$ cat config.mk
export PLATFORM = sky130hd
export DESIGN_NAME = exd_decoder
export DESIGN_NICKNAME = d
export VERILOG_FILES = /design/src/hw/exd_pkg.sv /design/src/hw/exd_decoder.sv
export SDC_FILE = /design/constraint.sdc
export NUM_CORES = 1
export LEC_CHECK = 0
export BUFFER_PORTS_ARGS = -buffer_cell sky130_fd_sc_hd__buf_2
export CELL_PAD_IN_SITES_DETAIL_PLACEMENT = 1
export CELL_PAD_IN_SITES_GLOBAL_PLACEMENT = 2
export CORE_MARGIN = 2
export CORE_UTILIZATION = 33
export CTS_CLUSTER_SIZE = 8
export DETAILED_ROUTE_END_ITERATION = 6
export PLACE_DENSITY = 0.82
export SETUP_SLACK_MARGIN = 0.4
export SYNTH_ARGS = -nofsm -noshare
export SYNTH_HDL_FRONTEND = slang
export SYNTH_SLANG_ARGS = --single-unit
$ cat constraint.sdc
create_clock -name i_clk -period 3.3 [get_ports i_clk]
set_input_delay 0.33 -clock i_clk [delete_from_list [all_inputs] [get_ports i_clk]]
set_output_delay 0.33 -clock i_clk [all_outputs]
set_load 0.01 [all_outputs]
$ cat src/hw/exd_pkg.sv
// Summary of operation
// RL1 - extended opcodes stay inactive after reset unless the extension fuse reads set
// RL2 - standard opcodes pass through; eight extra literal opcodes decode when enabled
// RL3 - pointer add/subtract with select field 11 works on pointer two and returns
// RL4 - add 6-bit literal to selected pointer 0..2, one cycle, flags untouched
// RL5 - add literal to pointer two then load pc from stack top, two cycles
// RL6 - call through working register, two cycles, flags untouched
// RL7 - move indexed source byte to absolute 12-bit address from second word
// RL8 - move indexed source byte to indexed destination from second word, flags untouched
// RL9 - store 8-bit literal at pointer two then decrement pointer two, one cycle
// RL10 - subtract 6-bit literal from selected pointer, one cycle, flags untouched
// RL11 - add-and-return adds the 6-bit literal to pointer two, then returns
// RL12 - auto-return opcodes: pointer update first cycle, no-operation second cycle
// RL13 - subtract literal from pointer two then return through stack top, two cycles
// RL14 - with fuse clear, no pointer, pc or stack side effect for these opcodes
package exd_pkg;
  // opcode high bytes and fixed codes
  localparam logic [7:0] EXD_OP_ADD = 8'hE8;
  localparam logic [7:0] EXD_OP_SUB = 8'hE9;
  localparam logic [7:0] EXD_OP_PUSH = 8'hEA;
  localparam logic [7:0] EXD_OP_MOVS = 8'hEB;
  localparam logic [15:0] EXD_OP_CALL_VIA_WORKING_REGISTER = 16'h0014;
  localparam logic [3:0] EXD_WORD2_TAG = 4'hF;
  localparam logic [1:0] EXD_FSEL_RET = 2'h3;
  // field positions, widths and reset values
  localparam int EXD_MOVS_MODE_BIT = 7;
  localparam int EXD_PTR_W = 12;
  localparam int EXD_PC_W = 21;
  localparam logic [11:0] EXD_PTR_RST = 12'h000;
  localparam logic [20:0] EXD_PC_RST = 21'h000000;
  localparam logic [7:0] EXD_DATA_RST = 8'h00;

  typedef enum logic [4:0] {
    EXD_ST_IDLE = 5'h01,
    EXD_ST_RD = 5'h02,
    EXD_ST_MV2 = 5'h04,
    EXD_ST_RET2 = 5'h08,
    EXD_ST_CALL2 = 5'h10
  } exd_st_t;

  typedef struct packed {
    exd_st_t st;
    logic taken;
    logic en;
    logic [2:0][11:0] ptr;
    logic [7:0] data;
    logic [11:0] mem_addr;
    logic [7:0] mem_wdata;
    logic mem_re;
    logic mem_we;
    logic pc_load;
    logic pc_push;
    logic [20:0] pc_target;
    logic nop_slot;
    logic ext_hit;
    logic mode;
  } exd_state_t;

  localparam exd_state_t EXD_RST = '{
    st: EXD_ST_IDLE, taken: 1'b0, en: 1'b0, ptr: {3{EXD_PTR_RST}}, data: EXD_DATA_RST,
    mem_addr: EXD_PTR_RST, mem_wdata: EXD_DATA_RST, mem_re: 1'b0, mem_we: 1'b0,
    pc_load: 1'b0, pc_push: 1'b0, pc_target: EXD_PC_RST, nop_slot: 1'b0, ext_hit: 1'b0, mode: 1'b0};
endpackage

$ cat src/hw/exd_decoder.sv
`timescale 1ns/1ns
module exd_decoder (
  input wire logic i_clk,
  input wire logic i_resetn,
  input wire logic i_ce,
  input wire logic i_fuse,
  input wire logic i_instr_valid,
  input wire logic [15:0] i_instr,
  input wire logic [7:0] i_working_register,
  input wire logic [12:0] i_pclat,
  input wire logic [20:0] i_tos,
  input wire logic [7:0] i_mem_rdata,
  output logic [11:0] o_ptr0,
  output logic [11:0] o_ptr1,
  output logic [11:0] o_ptr2,
  output logic o_mem_re,
  output logic o_mem_we,
  output logic [11:0] o_mem_addr,
  output logic [7:0] o_mem_wdata,
  output logic o_pc_load,
  output logic o_pc_push,
  output logic [20:0] o_pc_target,
  output logic o_nop_slot,
  output logic o_ext_hit,
  output logic o_enabled
);
  // ***************************************************************
  // decode helpers
  // ***************************************************************
  exd_pkg::exd_state_t q, d;
  logic [7:0] op;
  logic [1:0] fsel;
  logic [11:0] k6;
  logic [11:0] idx_src;
  logic [11:0] idx_dst;
  logic word2;
  logic [7:0] move_byte;

  assign op = i_instr[15:8];
  assign fsel = i_instr[7:6];
  assign k6 = {6'h00, i_instr[5:0]};
  assign idx_src = q.ptr[2] + {5'h00, i_instr[6:0]};
  assign idx_dst = q.ptr[2] + {5'h00, i_instr[6:0]};
  assign word2 = i_instr_valid && (i_instr[15:12] == exd_pkg::EXD_WORD2_TAG);
  // read data is only on the bus in the same cycle as the read strobe
  assign move_byte = (q.st == exd_pkg::EXD_ST_RD) ? i_mem_rdata : q.data;

  // ***************************************************************
  // next state
  // ***************************************************************
  always_comb begin
    d = q;
    d.mem_re = 1'b0;
    d.mem_we = 1'b0;
    d.pc_load = 1'b0;
    d.pc_push = 1'b0;
    d.nop_slot = 1'b0;
    d.ext_hit = 1'b0;
    // fuse is caught once after reset release, never under the reset itself
    if (!q.taken) begin
      d.taken = 1'b1;
      d.en = i_fuse; // see RL1
    end
    unique case (q.st)
      exd_pkg::EXD_ST_IDLE: begin
        // fuse clear: nothing is claimed, standard decoder keeps the word
        if (i_instr_valid && q.en) begin // see RL14 see RL2
          if (op == exd_pkg::EXD_OP_ADD || op == exd_pkg::EXD_OP_SUB) begin
            d.ext_hit = 1'b1;
            if (fsel == exd_pkg::EXD_FSEL_RET) begin // see RL3
              if (op == exd_pkg::EXD_OP_ADD) begin
                d.ptr[2] = q.ptr[2] + k6; // see RL5 see RL11
              end else begin
                d.ptr[2] = q.ptr[2] - k6; // see RL13
              end
              d.pc_load = 1'b1;
              d.pc_target = i_tos;
              d.st = exd_pkg::EXD_ST_RET2; // see RL12
            end else if (op == exd_pkg::EXD_OP_ADD) begin
              d.ptr[fsel] = q.ptr[fsel] + k6; // see RL4
            end else begin
              d.ptr[fsel] = q.ptr[fsel] - k6; // see RL10
            end
          end else if (op == exd_pkg::EXD_OP_PUSH) begin
            d.ext_hit = 1'b1;
            d.mem_we = 1'b1; // see RL9
            d.mem_addr = q.ptr[2];
            d.mem_wdata = i_instr[7:0];
            d.ptr[2] = q.ptr[2] - 12'h001;
          end else if (op == exd_pkg::EXD_OP_MOVS) begin
            d.ext_hit = 1'b1;
            d.mem_re = 1'b1; // see RL7 see RL8
            d.mem_addr = idx_src;
            d.mode = i_instr[exd_pkg::EXD_MOVS_MODE_BIT]; // kept apart so the read byte cannot overwrite it
            d.st = exd_pkg::EXD_ST_RD;
          end else if (i_instr == exd_pkg::EXD_OP_CALL_VIA_WORKING_REGISTER) begin
            d.ext_hit = 1'b1;
            d.pc_load = 1'b1; // see RL6
            d.pc_push = 1'b1;
            d.pc_target = {i_pclat, i_working_register};
            d.st = exd_pkg::EXD_ST_CALL2;
          end
        end
      end
      exd_pkg::EXD_ST_RD, exd_pkg::EXD_ST_MV2: begin
        // hold the read byte in case the second word is late
        if (q.st == exd_pkg::EXD_ST_RD) begin
          d.data = i_mem_rdata;
        end
        d.st = exd_pkg::EXD_ST_MV2;
        if (word2) begin
          d.ext_hit = 1'b1;
          d.mem_we = 1'b1;
          d.mem_wdata = move_byte;
          d.mem_addr = q.mode ? idx_dst : i_instr[11:0]; // see RL7 see RL8
          d.st = exd_pkg::EXD_ST_IDLE;
        end else if (i_instr_valid) begin
          // a first word not followed by a second word is dropped
          d.st = exd_pkg::EXD_ST_IDLE;
        end
      end
      exd_pkg::EXD_ST_RET2, exd_pkg::EXD_ST_CALL2: begin
        d.nop_slot = 1'b1; // see RL12
        d.st = exd_pkg::EXD_ST_IDLE;
      end
      default: d.st = exd_pkg::EXD_ST_IDLE;
    endcase
  end

  // ***************************************************************
  // state register
  // ***************************************************************
  always_ff @(posedge i_clk or negedge i_resetn) begin
    if (!i_resetn) begin
      q <= exd_pkg::EXD_RST;
    end else if (i_ce) begin
      q <= d;
    end
  end

  // ***************************************************************
  // assertions
  // ***************************************************************
  // any valid first word offered while the decoder is free and live
  logic ext_issue;
  assign ext_issue = q.en && (q.st == exd_pkg::EXD_ST_IDLE) && i_instr_valid;

  // ***************************************************************
  // outputs
  // ***************************************************************
  assign o_ptr0 = q.ptr[0];
  assign o_ptr1 = q.ptr[1];
  assign o_ptr2 = q.ptr[2];
  assign o_mem_re = q.mem_re;
  assign o_mem_we = q.mem_we;
  assign o_mem_addr = q.mem_addr;
  assign o_mem_wdata = q.mem_wdata;
  assign o_pc_load = q.pc_load;
  assign o_pc_push = q.pc_push;
  assign o_pc_target = q.pc_target;
  assign o_nop_slot = q.nop_slot;
  assign o_ext_hit = q.ext_hit;
  assign o_enabled = q.en;
endmodule // exd_decoder

# ---- Word-level counts from Yosys, hierarchy flattened
# Cells that the tools add are included.
dict set report op_classes {
  magnitude_cmp 2
  addsub 6
  n_eq_ne 23
  n_reduce_logical 18
  n_mux 54
  n_bitwise 4
}
# op count
set ops {}
lappend ops {{2-to-1 mux 12 bit} 9}
lappend ops {{2-to-1 mux 23 bit} 4}
lappend ops {{bitwise mux 36 bit} 2}
lappend ops {{2-to-1 mux 45 bit} 1}
lappend ops {{2-to-1 mux 21 bit} 2}
lappend ops {{case mux 20 bit (2 select lines)} 1}
lappend ops {{2-to-1 mux 36 bit} 1}
lappend ops {{2-to-1 mux 5 bit} 7}
lappend ops {{== test 8 bit, second input constant} 4}
lappend ops {{adder 12 x 6 -> 12 bit} 2}
lappend ops {{binary-select mux 12 bit (select 2 bit)} 1}
lappend ops {{demux 12 bit (select 2 bit)} 1}
lappend ops {{subtractor 12 x 6 -> 12 bit} 2}
lappend ops {{2-to-1 mux 22 bit} 1}
lappend ops {{2-to-1 mux 20 bit} 1}
lappend ops {{AND reduction 6 bit} 3}
lappend ops {{== test 16 x 5 -> 1 bit, second input constant} 1}
lappend ops {{2-to-1 mux 1 bit} 16}
lappend ops {{2-to-1 mux 8 bit} 2}
lappend ops {{adder 12 x 7 -> 12 bit} 1}
lappend ops {{!= test 2 bit, second input constant} 6}
lappend ops {{subtractor 12 x 1 -> 12 bit, second input constant} 1}
lappend ops {{case mux 5 bit (2 select lines)} 1}
lappend ops {{AND reduction 5 bit} 2}
lappend ops {{other kinds (23)} 35}
dict set report totals {
  output_inout_bits 84
  reg_bits 99
}

# ---- Depth between registers and ports, before layout
# Gate-level depths: netlist of the first run.
dict set report logic_depth {
  depth_word 8
  depth_mapped 16
}

# ---- Worst setup path before layout of the first run
# No wires, ideal clock.
dict set report synth_timing {
  kind {input -> register}
  from {input port i_instr[7]}
  to {register q, in the netlist o_ptr2[11]}
  t_required_ns 3.217
  path_stages 15
  path_slack_ns -0.086
  arrival_ns 3.303
  cell_sequence {buf_2 -> buf_2 -> buf_1 -> mux2i_1 -> nor2_1 -> a21oi_1 -> inv_1 -> ha_1 -> nand2b_1 -> and2_1 -> o221ai_1 -> nand4_1 -> mux2i_1 -> mux2_2 -> o21ai_0}
}
dict set report synth_via {
  elab_chain_cells 8
  elab_cells_between_ends 15
  classes_between {add/sub: 2; order compare: 2; eq/ne: 1; mux: 9; reduce/logical: 1}
}
# element line_no
set synth_rtl {}
lappend synth_rtl {{start: declaration} exd_decoder.sv:8} ;# input wire logic [15:0] i_instr,
lappend synth_rtl {{branches (longest 6 deep; another with subtractor 12 x 6 -> 12 bit)} --}
lappend synth_rtl {{2-to-1 mux 12 bit *} exd_decoder.sv:70} ;# if (fsel == exd_pkg::EXD_FSEL_RET) begin
lappend synth_rtl {{2-to-1 mux 12 bit *} exd_decoder.sv:68} ;# if (op == exd_pkg::EXD_OP_ADD || op == exd_pkg::EXD_OP_SUB) begin
lappend synth_rtl {{end signal: assignment} exd_decoder.sv:135} ;# q <= exd_pkg::EXD_RST;
lappend synth_rtl {{end: declaration} exd_decoder.sv:30} ;# exd_pkg::exd_state_t q, d;
# Every way passes the cells marked *. The select of a mux whose other input is x is not followed.
# A chain may end at the register's enable or synchronous reset.

# ---- Final worst setup path of the first run
dict set report layout_timing {
  from {input port i_instr[10]}
  to {register q, in the netlist o_ptr2[9]}
}
dict set report layout_via {
  elab_chain_cells 4
  elab_cells_between_ends 10
  classes_between {eq/ne: 3; mux: 4; reduce/logical: 3}
}
# element line_no
set layout_rtl {}
lappend layout_rtl {{== test 8 bit, on equally long branches} {exd_decoder.sv:68, exd_decoder.sv:71, exd_decoder.sv:79}}
lappend layout_rtl {{2-to-1 mux 36 bit (tied with other cells)} exd_decoder.sv:79} ;# end else if (op == exd_pkg::EXD_OP_ADD) begin
lappend layout_rtl {{2-to-1 mux 12 bit / nonzero test 2 bit (equally long branches)} --}
lappend layout_rtl {{2-to-1 mux 12 bit / AND reduction 4 bit (equally long branches)} --}
# Parallel ways exist; a longest one is shown, timed or not.

==> run metrics, run 1 <==
Max Cap Viol 0; crit start category input pin; Max clock buf depth 2; Slowest-stage cell, CP or4_4; DRT Pass-1 Iters 4; CP Max Fanout 6; Combinational Power Share 0.154; status complete, but fails checks; design area 8637 um2; nets@finish 1073; Mapped Area 7421 um2; Critical Path Max Stage Delay about 0.6 ns; Crit path max-delay family simple AND/OR/NAND/NOR gates; final setup vio count 0; Syn-to-layout area delta 16.39%; Antenna Cells 0; failing checks hold timing; Worst-path clk slew 0.07 ns; Tot Pwr 3.012 mW; CTS tree built; Routed Antenna Nets 0; DPL Wire Length 18080 um; post-layout util 0.3933; clock latency on the worst-skew pair 0.36 ns; Yosys Warn Count 0; Place WS about 0.014 ns; synth cell count leaders 108 x nand2_1, 104 x o21ai_0, 98 x dfrtp_1; WP data required between 3 and 4 ns; clock group share of total power 0.422; crit path cell chain buf_2, or4_4, nor2_4, a21oi_1, xnor2_1, ha_1, a21oi_1, nand2_1, a31oi_4, o21ai_2, a31oi_1, xor2_1, a31oi_1; syn nets ~1000; fillcell total about 2600; first-pass GRT wire length 37800 um; GRT Overall Usage 0.2018; CTS sink cnt 99; period utilisation layout 0.8387; Hold Fails Final Rpt 4; DRC 0; Final GP Congestion roughly 0.90; area leader, netlist dfrtp_1; routed wire length per instance 18.99 um; switching power 0.8244 mW; Synth Instances between 800 and 900; Final Max Tran Viols 0; Peak VDD IR ~0.00021 V; Unique masters post-synth 69; LEAKAGE ~4.2 nW; post-synthesis sequential area ratio 0.3340; hold slack -0.01481 ns; H-tree lvl count 3; chip height 154.0 um; minimum clock period between 2 and 3 ns; number of global-route vias before repair 6704; die width 154.0 um; antenna violations before repair 0; grt ovf 0; site row count 54; Synth Register Bits 99; synthesized area per cell 8.442 um2; Die ar. 23700 um2; Switching Fraction 0.2737; Async S/R FF share, synth 1.000; count leader, synth nand2_1; WL final around 24000 um; Min-Delay Path Class in -> async; clock buffer count from CTS 9; core footprint 21960 um2; port buffer count 154; EDFF count, synth 0; via count of the routed design 6645; critical path class in -> reg; PD cells ~350 nW/um2; Crit path arrival time 3.01 ns; clock root cell clkbuf_16; Area contributors post-synth dfrtp_1 33%, buf_4 7.8%, o21ai_0 7.0%; setup TNS 0 ns; Placed Area 8162 um2; Internal 2.187 mW; Initial Utilization 0.3379; WP buf/inv 1; Worst-Margin Slew approximately 1.2 ns; # IOs between 150 and 200; RSZ-0062 raised after global routing true; Vias/cell roughly 5.3; Flop pwr share 0.424; CP endpoint kind register; share of the synthesized area in the top cell type 0.3305; final worst slack 0.5323 ns; layout cells sized above 1 0.2686; most used flip-flop cell after synthesis dfrtp_1; Fmax achieved 0.3613 GHz; largest net degree at the start of global routing 53; Initial DRC Count 292; clock skew 0.008465 ns; normalized max-slew margin 0.1905
-- path summary, 6_finish.rpt --
| kind | startpoint | endpoint | slack, ns | cells after the start |
|---|---|---|---|---|
| setup / recovery | i_instr[10] | o_ptr2[9] | 0.53 | 13 |
| hold / removal | i_resetn | o_ptr0[2] | -0.01 | 1 |
| setup reg to reg | o_ptr0[1] | o_ptr2[11] | 0.54 | 12 |
| hold reg to reg | o_mem_addr[7] | o_mem_addr[7] | 0.47 | 2 |
| max in group asynchronous | i_resetn | q[94] | 2.52 | 2 |
| min in group i_clk | i_fuse | o_enabled | 0.21 | 3 |
-- power by group through the flow --
stage | Sequential [mW] | Combinational, mW | Clock (mW)
2_1_floorplan | 1.30 | 0.259 | 0
3_3_place_gp | 1.30 | 0.448 | 0
3_5_place_dp | 1.30 | 0.458 | 0
4_1_cts | 1.28 | 0.460 | 1.31
5_1_grt | 1.28 | 0.520 | 1.36
6_report | 1.28 | 0.464 | 1.27
-- stage by stage --
stage,hold WS (ns),std cells
floorplan,0.03441,879
global placement,0.4031,1230
detailed placement,0.4093,1230
CTS,0.02440,1246
global route,0.03857,1248
finish,-0.01481,1248
-- final cells by class --
type                       count  area [um2]  share of cell area
tap                          280       350.3             0.04056
clock buffer                  11       242.7             0.02810
inverter                      32       120.1             0.01391
clock inverter                 5       107.6             0.01246
sequential                    99        2479              0.2870
multi-input combinational    627        4239              0.4908
timing repair buffer         194        1099              0.1272
-- cells in the final DEF, fill, tap and decap left out, types with 4 or more instances in the layout --
cell type,n
a211oi_1,4
a21o_1,8
a21oi_1,46
a21oi_2,8
a22oi_1,24
a31oi_1,11
and3_1,5
buf_2,153
buf_4,39
clkbuf_16,9
dfrtp_1,98
ha_1,34
inv_1,32
mux2_2,10
mux2i_1,34
nand2_1,108
nand2b_1,4
nand3_1,13
nand3b_1,4
nand4_1,4
nor2_1,49
nor2b_1,6
nor3_1,12
nor3b_1,5
nor4_1,8
o21ai_0,100
o21ai_1,4
o21ai_2,5
o22a_1,4
o31ai_1,7
or3_1,6
or4_1,4
xnor2_1,20
xor2_1,15
-- routing by layer --
metal / part of all wire / wire length, um / vias to the layer above / track usage
li1: - / - / 3220 / -
met1: 0.49 / 11580 / 3303 / 0.2837
met2: 0.47 / 11080 / 102 / 0.3271
met3: 0.028 / 663 / 20 / 0.02114
met4: 0.016 / 388 / 0 / 0.06231
met5: 0 / 0 / - / 0
-- state kept, by name (all words and copies together) (netlist names) --
register / flops
o_ext_hit: 1
o_mem_we: 1
o_mem_wdata: 8
o_ptr1: 12
o_enabled: 1
o_ptr0: 12
o_pc_push: 1
o_pc_target: 21
o_mem_addr: 12
o_pc_load: 1
o_mem_re: 1
o_nop_slot: 1
q: 15
o_ptr2: 12
-- timing repair --
action,4_1_cts,5_1_grt
pin swaps,0,4
resized for setup,1,21
endpoints found under the setup margin,1,17
hold buffers,0,0
buffers inserted,0,2
-- logic make-up (layout without fill, tap and decap cells) --
logic type | after synthesis | after routing | share of synthesized area
and+or+nand+nor | 245 | 245 | 0.1573
DFF | 99 | 99 | 0.3340
adders and majority gates | 39 | 39 | 0.06980
xor gates and xnor gates | 37 | 37 | 0.04367
AOI/OAI and AO/OA | 260 | 260 | 0.2133
buffers and inverters | 153 | 242 | 0.1180
muxes | 46 | 46 | 0.06390
Power figures use the tool's default switching activity.
==> run 2: changes to the inputs <==
==> constraint.sdc (replaced) <==
create_clock -name i_clk -period 2.8 [get_ports i_clk]
set_input_delay 0.28 -clock i_clk [delete_from_list [all_inputs] [get_ports i_clk]]
set_output_delay 0.28 -clock i_clk [all_outputs]
set_load 0.01 [all_outputs]
==> run metrics, run 2 (synthesized netlist as in run 1, its figures left out) <==
Routed Antenna Nets 0 (unchanged); metal2 WL 13290 um (was 11080 um); DPL Wire Length 19650 um (was 18080 um); setup TNS 0 ns (unchanged); Vias/cell 5.306 (was 5.325); PD cells 359.7 nW/um2 (was 348.7 nW/um2); Min-Delay Path Class in -> reg (was in -> async); H-tree lvl count 3 (unchanged); Critical Path Max Stage Delay 0.44 ns (was 0.60 ns); site row count 54 (unchanged); chip height 154.0 um (unchanged); Initial Utilization 0.3379 (unchanged); most frequent cells in the layout 151 x buf_2, 123 x buf_4, 106 x nand2_1, 97 x dfrtp_1, 74 x o21ai_0 (was 153 x buf_2, 108 x nand2_1, 100 x o21ai_0, 98 x dfrtp_1, 49 x nor2_1); Max Cap Viol 0 (unchanged); fillcell total 2596 (was 2617); clock buffer count from CTS 9 (unchanged); Post-Route M1 WL 12080 um (was 11580 um); clock skew 0.01062 ns (was 0.008465 ns); commonest non-fill, non-tap cell in the layout buf_2 (unchanged); CP endpoint kind register (unchanged); DRC 0 (unchanged); die width 154.0 um (unchanged); crit path cell chain mux2i_1, nor2_1, a21oi_2, inv_2, ha_4, inv_2, fa_2, nor2_2, o311a_1, o311ai_4, o21ai_2, xnor2_2, buf_4, o31ai_2 (was buf_2, or4_4, nor2_4, a21oi_1, xnor2_1, ha_1, a21oi_1, nand2_1, a31oi_4, o21ai_2, a31oi_1, xor2_1, a31oi_1); Final Max Tran Viols 0 (unchanged); minimum clock period 2.769 ns; Syn-to-layout area delta 33.18% (was 16.39%); Final GP Congestion 0.8867 (was 0.9024); Tot Pwr 3.555 mW (was 3.012 mW); clock root cell clkbuf_16 (unchanged); grt ovf 0 (unchanged); critical path class reg -> reg (was in -> reg); Worst-path clk slew 0.07 ns (about the same); DR WL met3 931 um (was 663 um); Max clock buf depth 2 (unchanged); antenna violations before repair 1 (was 0); routed wire length per instance 19.99 um (was 18.99 um); Worst-Margin Slew 0.8452 ns (was 1.206 ns); port buffer count 154 (unchanged); clock latency on the worst-skew pair 0.37 ns (was 0.36 ns); WP data required 3.07 ns (was 3.54 ns); first-pass GRT wire length 40720 um (was 37800 um); Hold Fails Final Rpt 0 (was 4); DRT Pass-1 Iters 4 (unchanged); Die ar. 23700 um2 (unchanged); status finished clean (was complete, but fails checks); CTS tree built (unchanged); uppermost layer routed met4 (unchanged); most used cell, CP inv_2; nets@finish 1167 (was 1073); crit start category register (was input pin); Fmax achieved ~0.36 GHz; number of global-route vias before repair 7286 (was 6704); core footprint 21960 um2 (unchanged); # IOs 155 (unchanged); period utilisation layout 0.9889; WL final 26850 um (was 23710 um); RSZ-0062 raised after global routing true (unchanged); Initial DRC Count 327 (was 292); LEAKAGE 4.694 nW (was 4.153 nW); via count of the routed design 7126 (was 6645); layout cells sized above 1 0.4002 (was 0.2686); Peak VDD IR 0.0002504 V (was 0.0002062 V); GRT Overall Usage 0.2191 (was 0.2018); Largest register FFs 21 (unchanged); Crit path arrival time 3.04 ns (was 3.01 ns); Slowest-stage cell, CP dfrtp_2 (was or4_4); CP Max Fanout 3 (was 6); final setup vio count 0 (unchanged); CTS sink cnt 99 (unchanged); normalized max-slew margin 0.4306 (was 0.1905); largest net degree at the start of global routing 57 (was 53)
[run 2: where the power goes]
| part | switching, mW | total (mW) | internal (mW) |
|---|---|---|---|
| combinational | 0.404 | 0.707 | 0.303 |
| clock | 0.636 | 1.35 | 0.710 |
| sequential | 0.0345 | 1.50 | 1.47 |
| total | 1.07 | 3.55 | 2.48 |
[run 2: area by class of cell]
type / instances / area, um2 / area share
tap: 280 / 350.3 / 0.03545
inverter: 32 / 122.6 / 0.01241
clock inverter: 7 / 83.83 / 0.008482
antenna: 1 / 2.502 / 0.0002532
clock buffer: 9 / 225.2 / 0.02279
sequential: 99 / 2480 / 0.2509
multi-input combinational: 627 / 4757 / 0.4813
timing repair buffer: 288 / 1862 / 0.1884
[run 2: final timing paths]
kind	startpoint	endpoint	slack, ns	depth (start not counted)
setup / recovery	o_ptr2[0]	o_ptr2[6]	0.03	14
hold / removal	i_fuse	o_enabled	0.17	3
setup reg to reg	o_ptr2[0]	o_ptr2[6]	0.03	14
hold reg to reg	o_pc_target[16]	o_pc_target[16]	0.48	2
max in group asynchronous	i_resetn	q[94]	1.57	3
min in group asynchronous	i_resetn	o_ptr1[2]	0.45	2
[run 2: metal layers]
layer / GRT usage / vias to the layer above
li1: - / 3425
met1: 0.2897 / 3536
met2: 0.3681 / 132
met3: 0.02762 / 33
met4: 0.07922 / 0
met5: 0 / -
[run 2: worst max-delay path, delay by kind of cell, from the launching register on]
| kind | cells | cell delay, ns |
|---|---|---|
| mux | 1 | 0.14 |
| simple gates | 2 | 0.11 |
| buf+inv | 3 | 0.28 |
| fa+ha+maj | 2 | 0.37 |
| compound gates | 5 | 1.16 |
| flops | 1 | 0.44 |
| xor+xnor | 1 | 0.17 |
[run 2: stage by stage]
stage	hold slack, ns	util	instances	worst slack, ns	cell area (um2)
3_3_place_gp	0.3233	0.3972	1291	-0.2149	8721
4_1_cts	0.1610	0.4268	1321	0.1322	9373
3_5_place_dp	0.3310	0.3972	1291	-0.2125	8721
6_report	0.1667	0.4501	1343	0.03118	9883
5_1_grt	0.1860	0.4501	1343	-0.1006	9883
2_1_floorplan	-0.01559	-	879	-0.01519	7659
[run 2: timing repair]
item | 4_1_cts | 5_1_grt
hold endpoints to repair | 43 | 0
hold buffers | 1 | 0
resized for setup | 48 | 72
setup endpoints to repair | 32 | 49
setup buffers | 13 | 21
pin swaps | 32 | 42
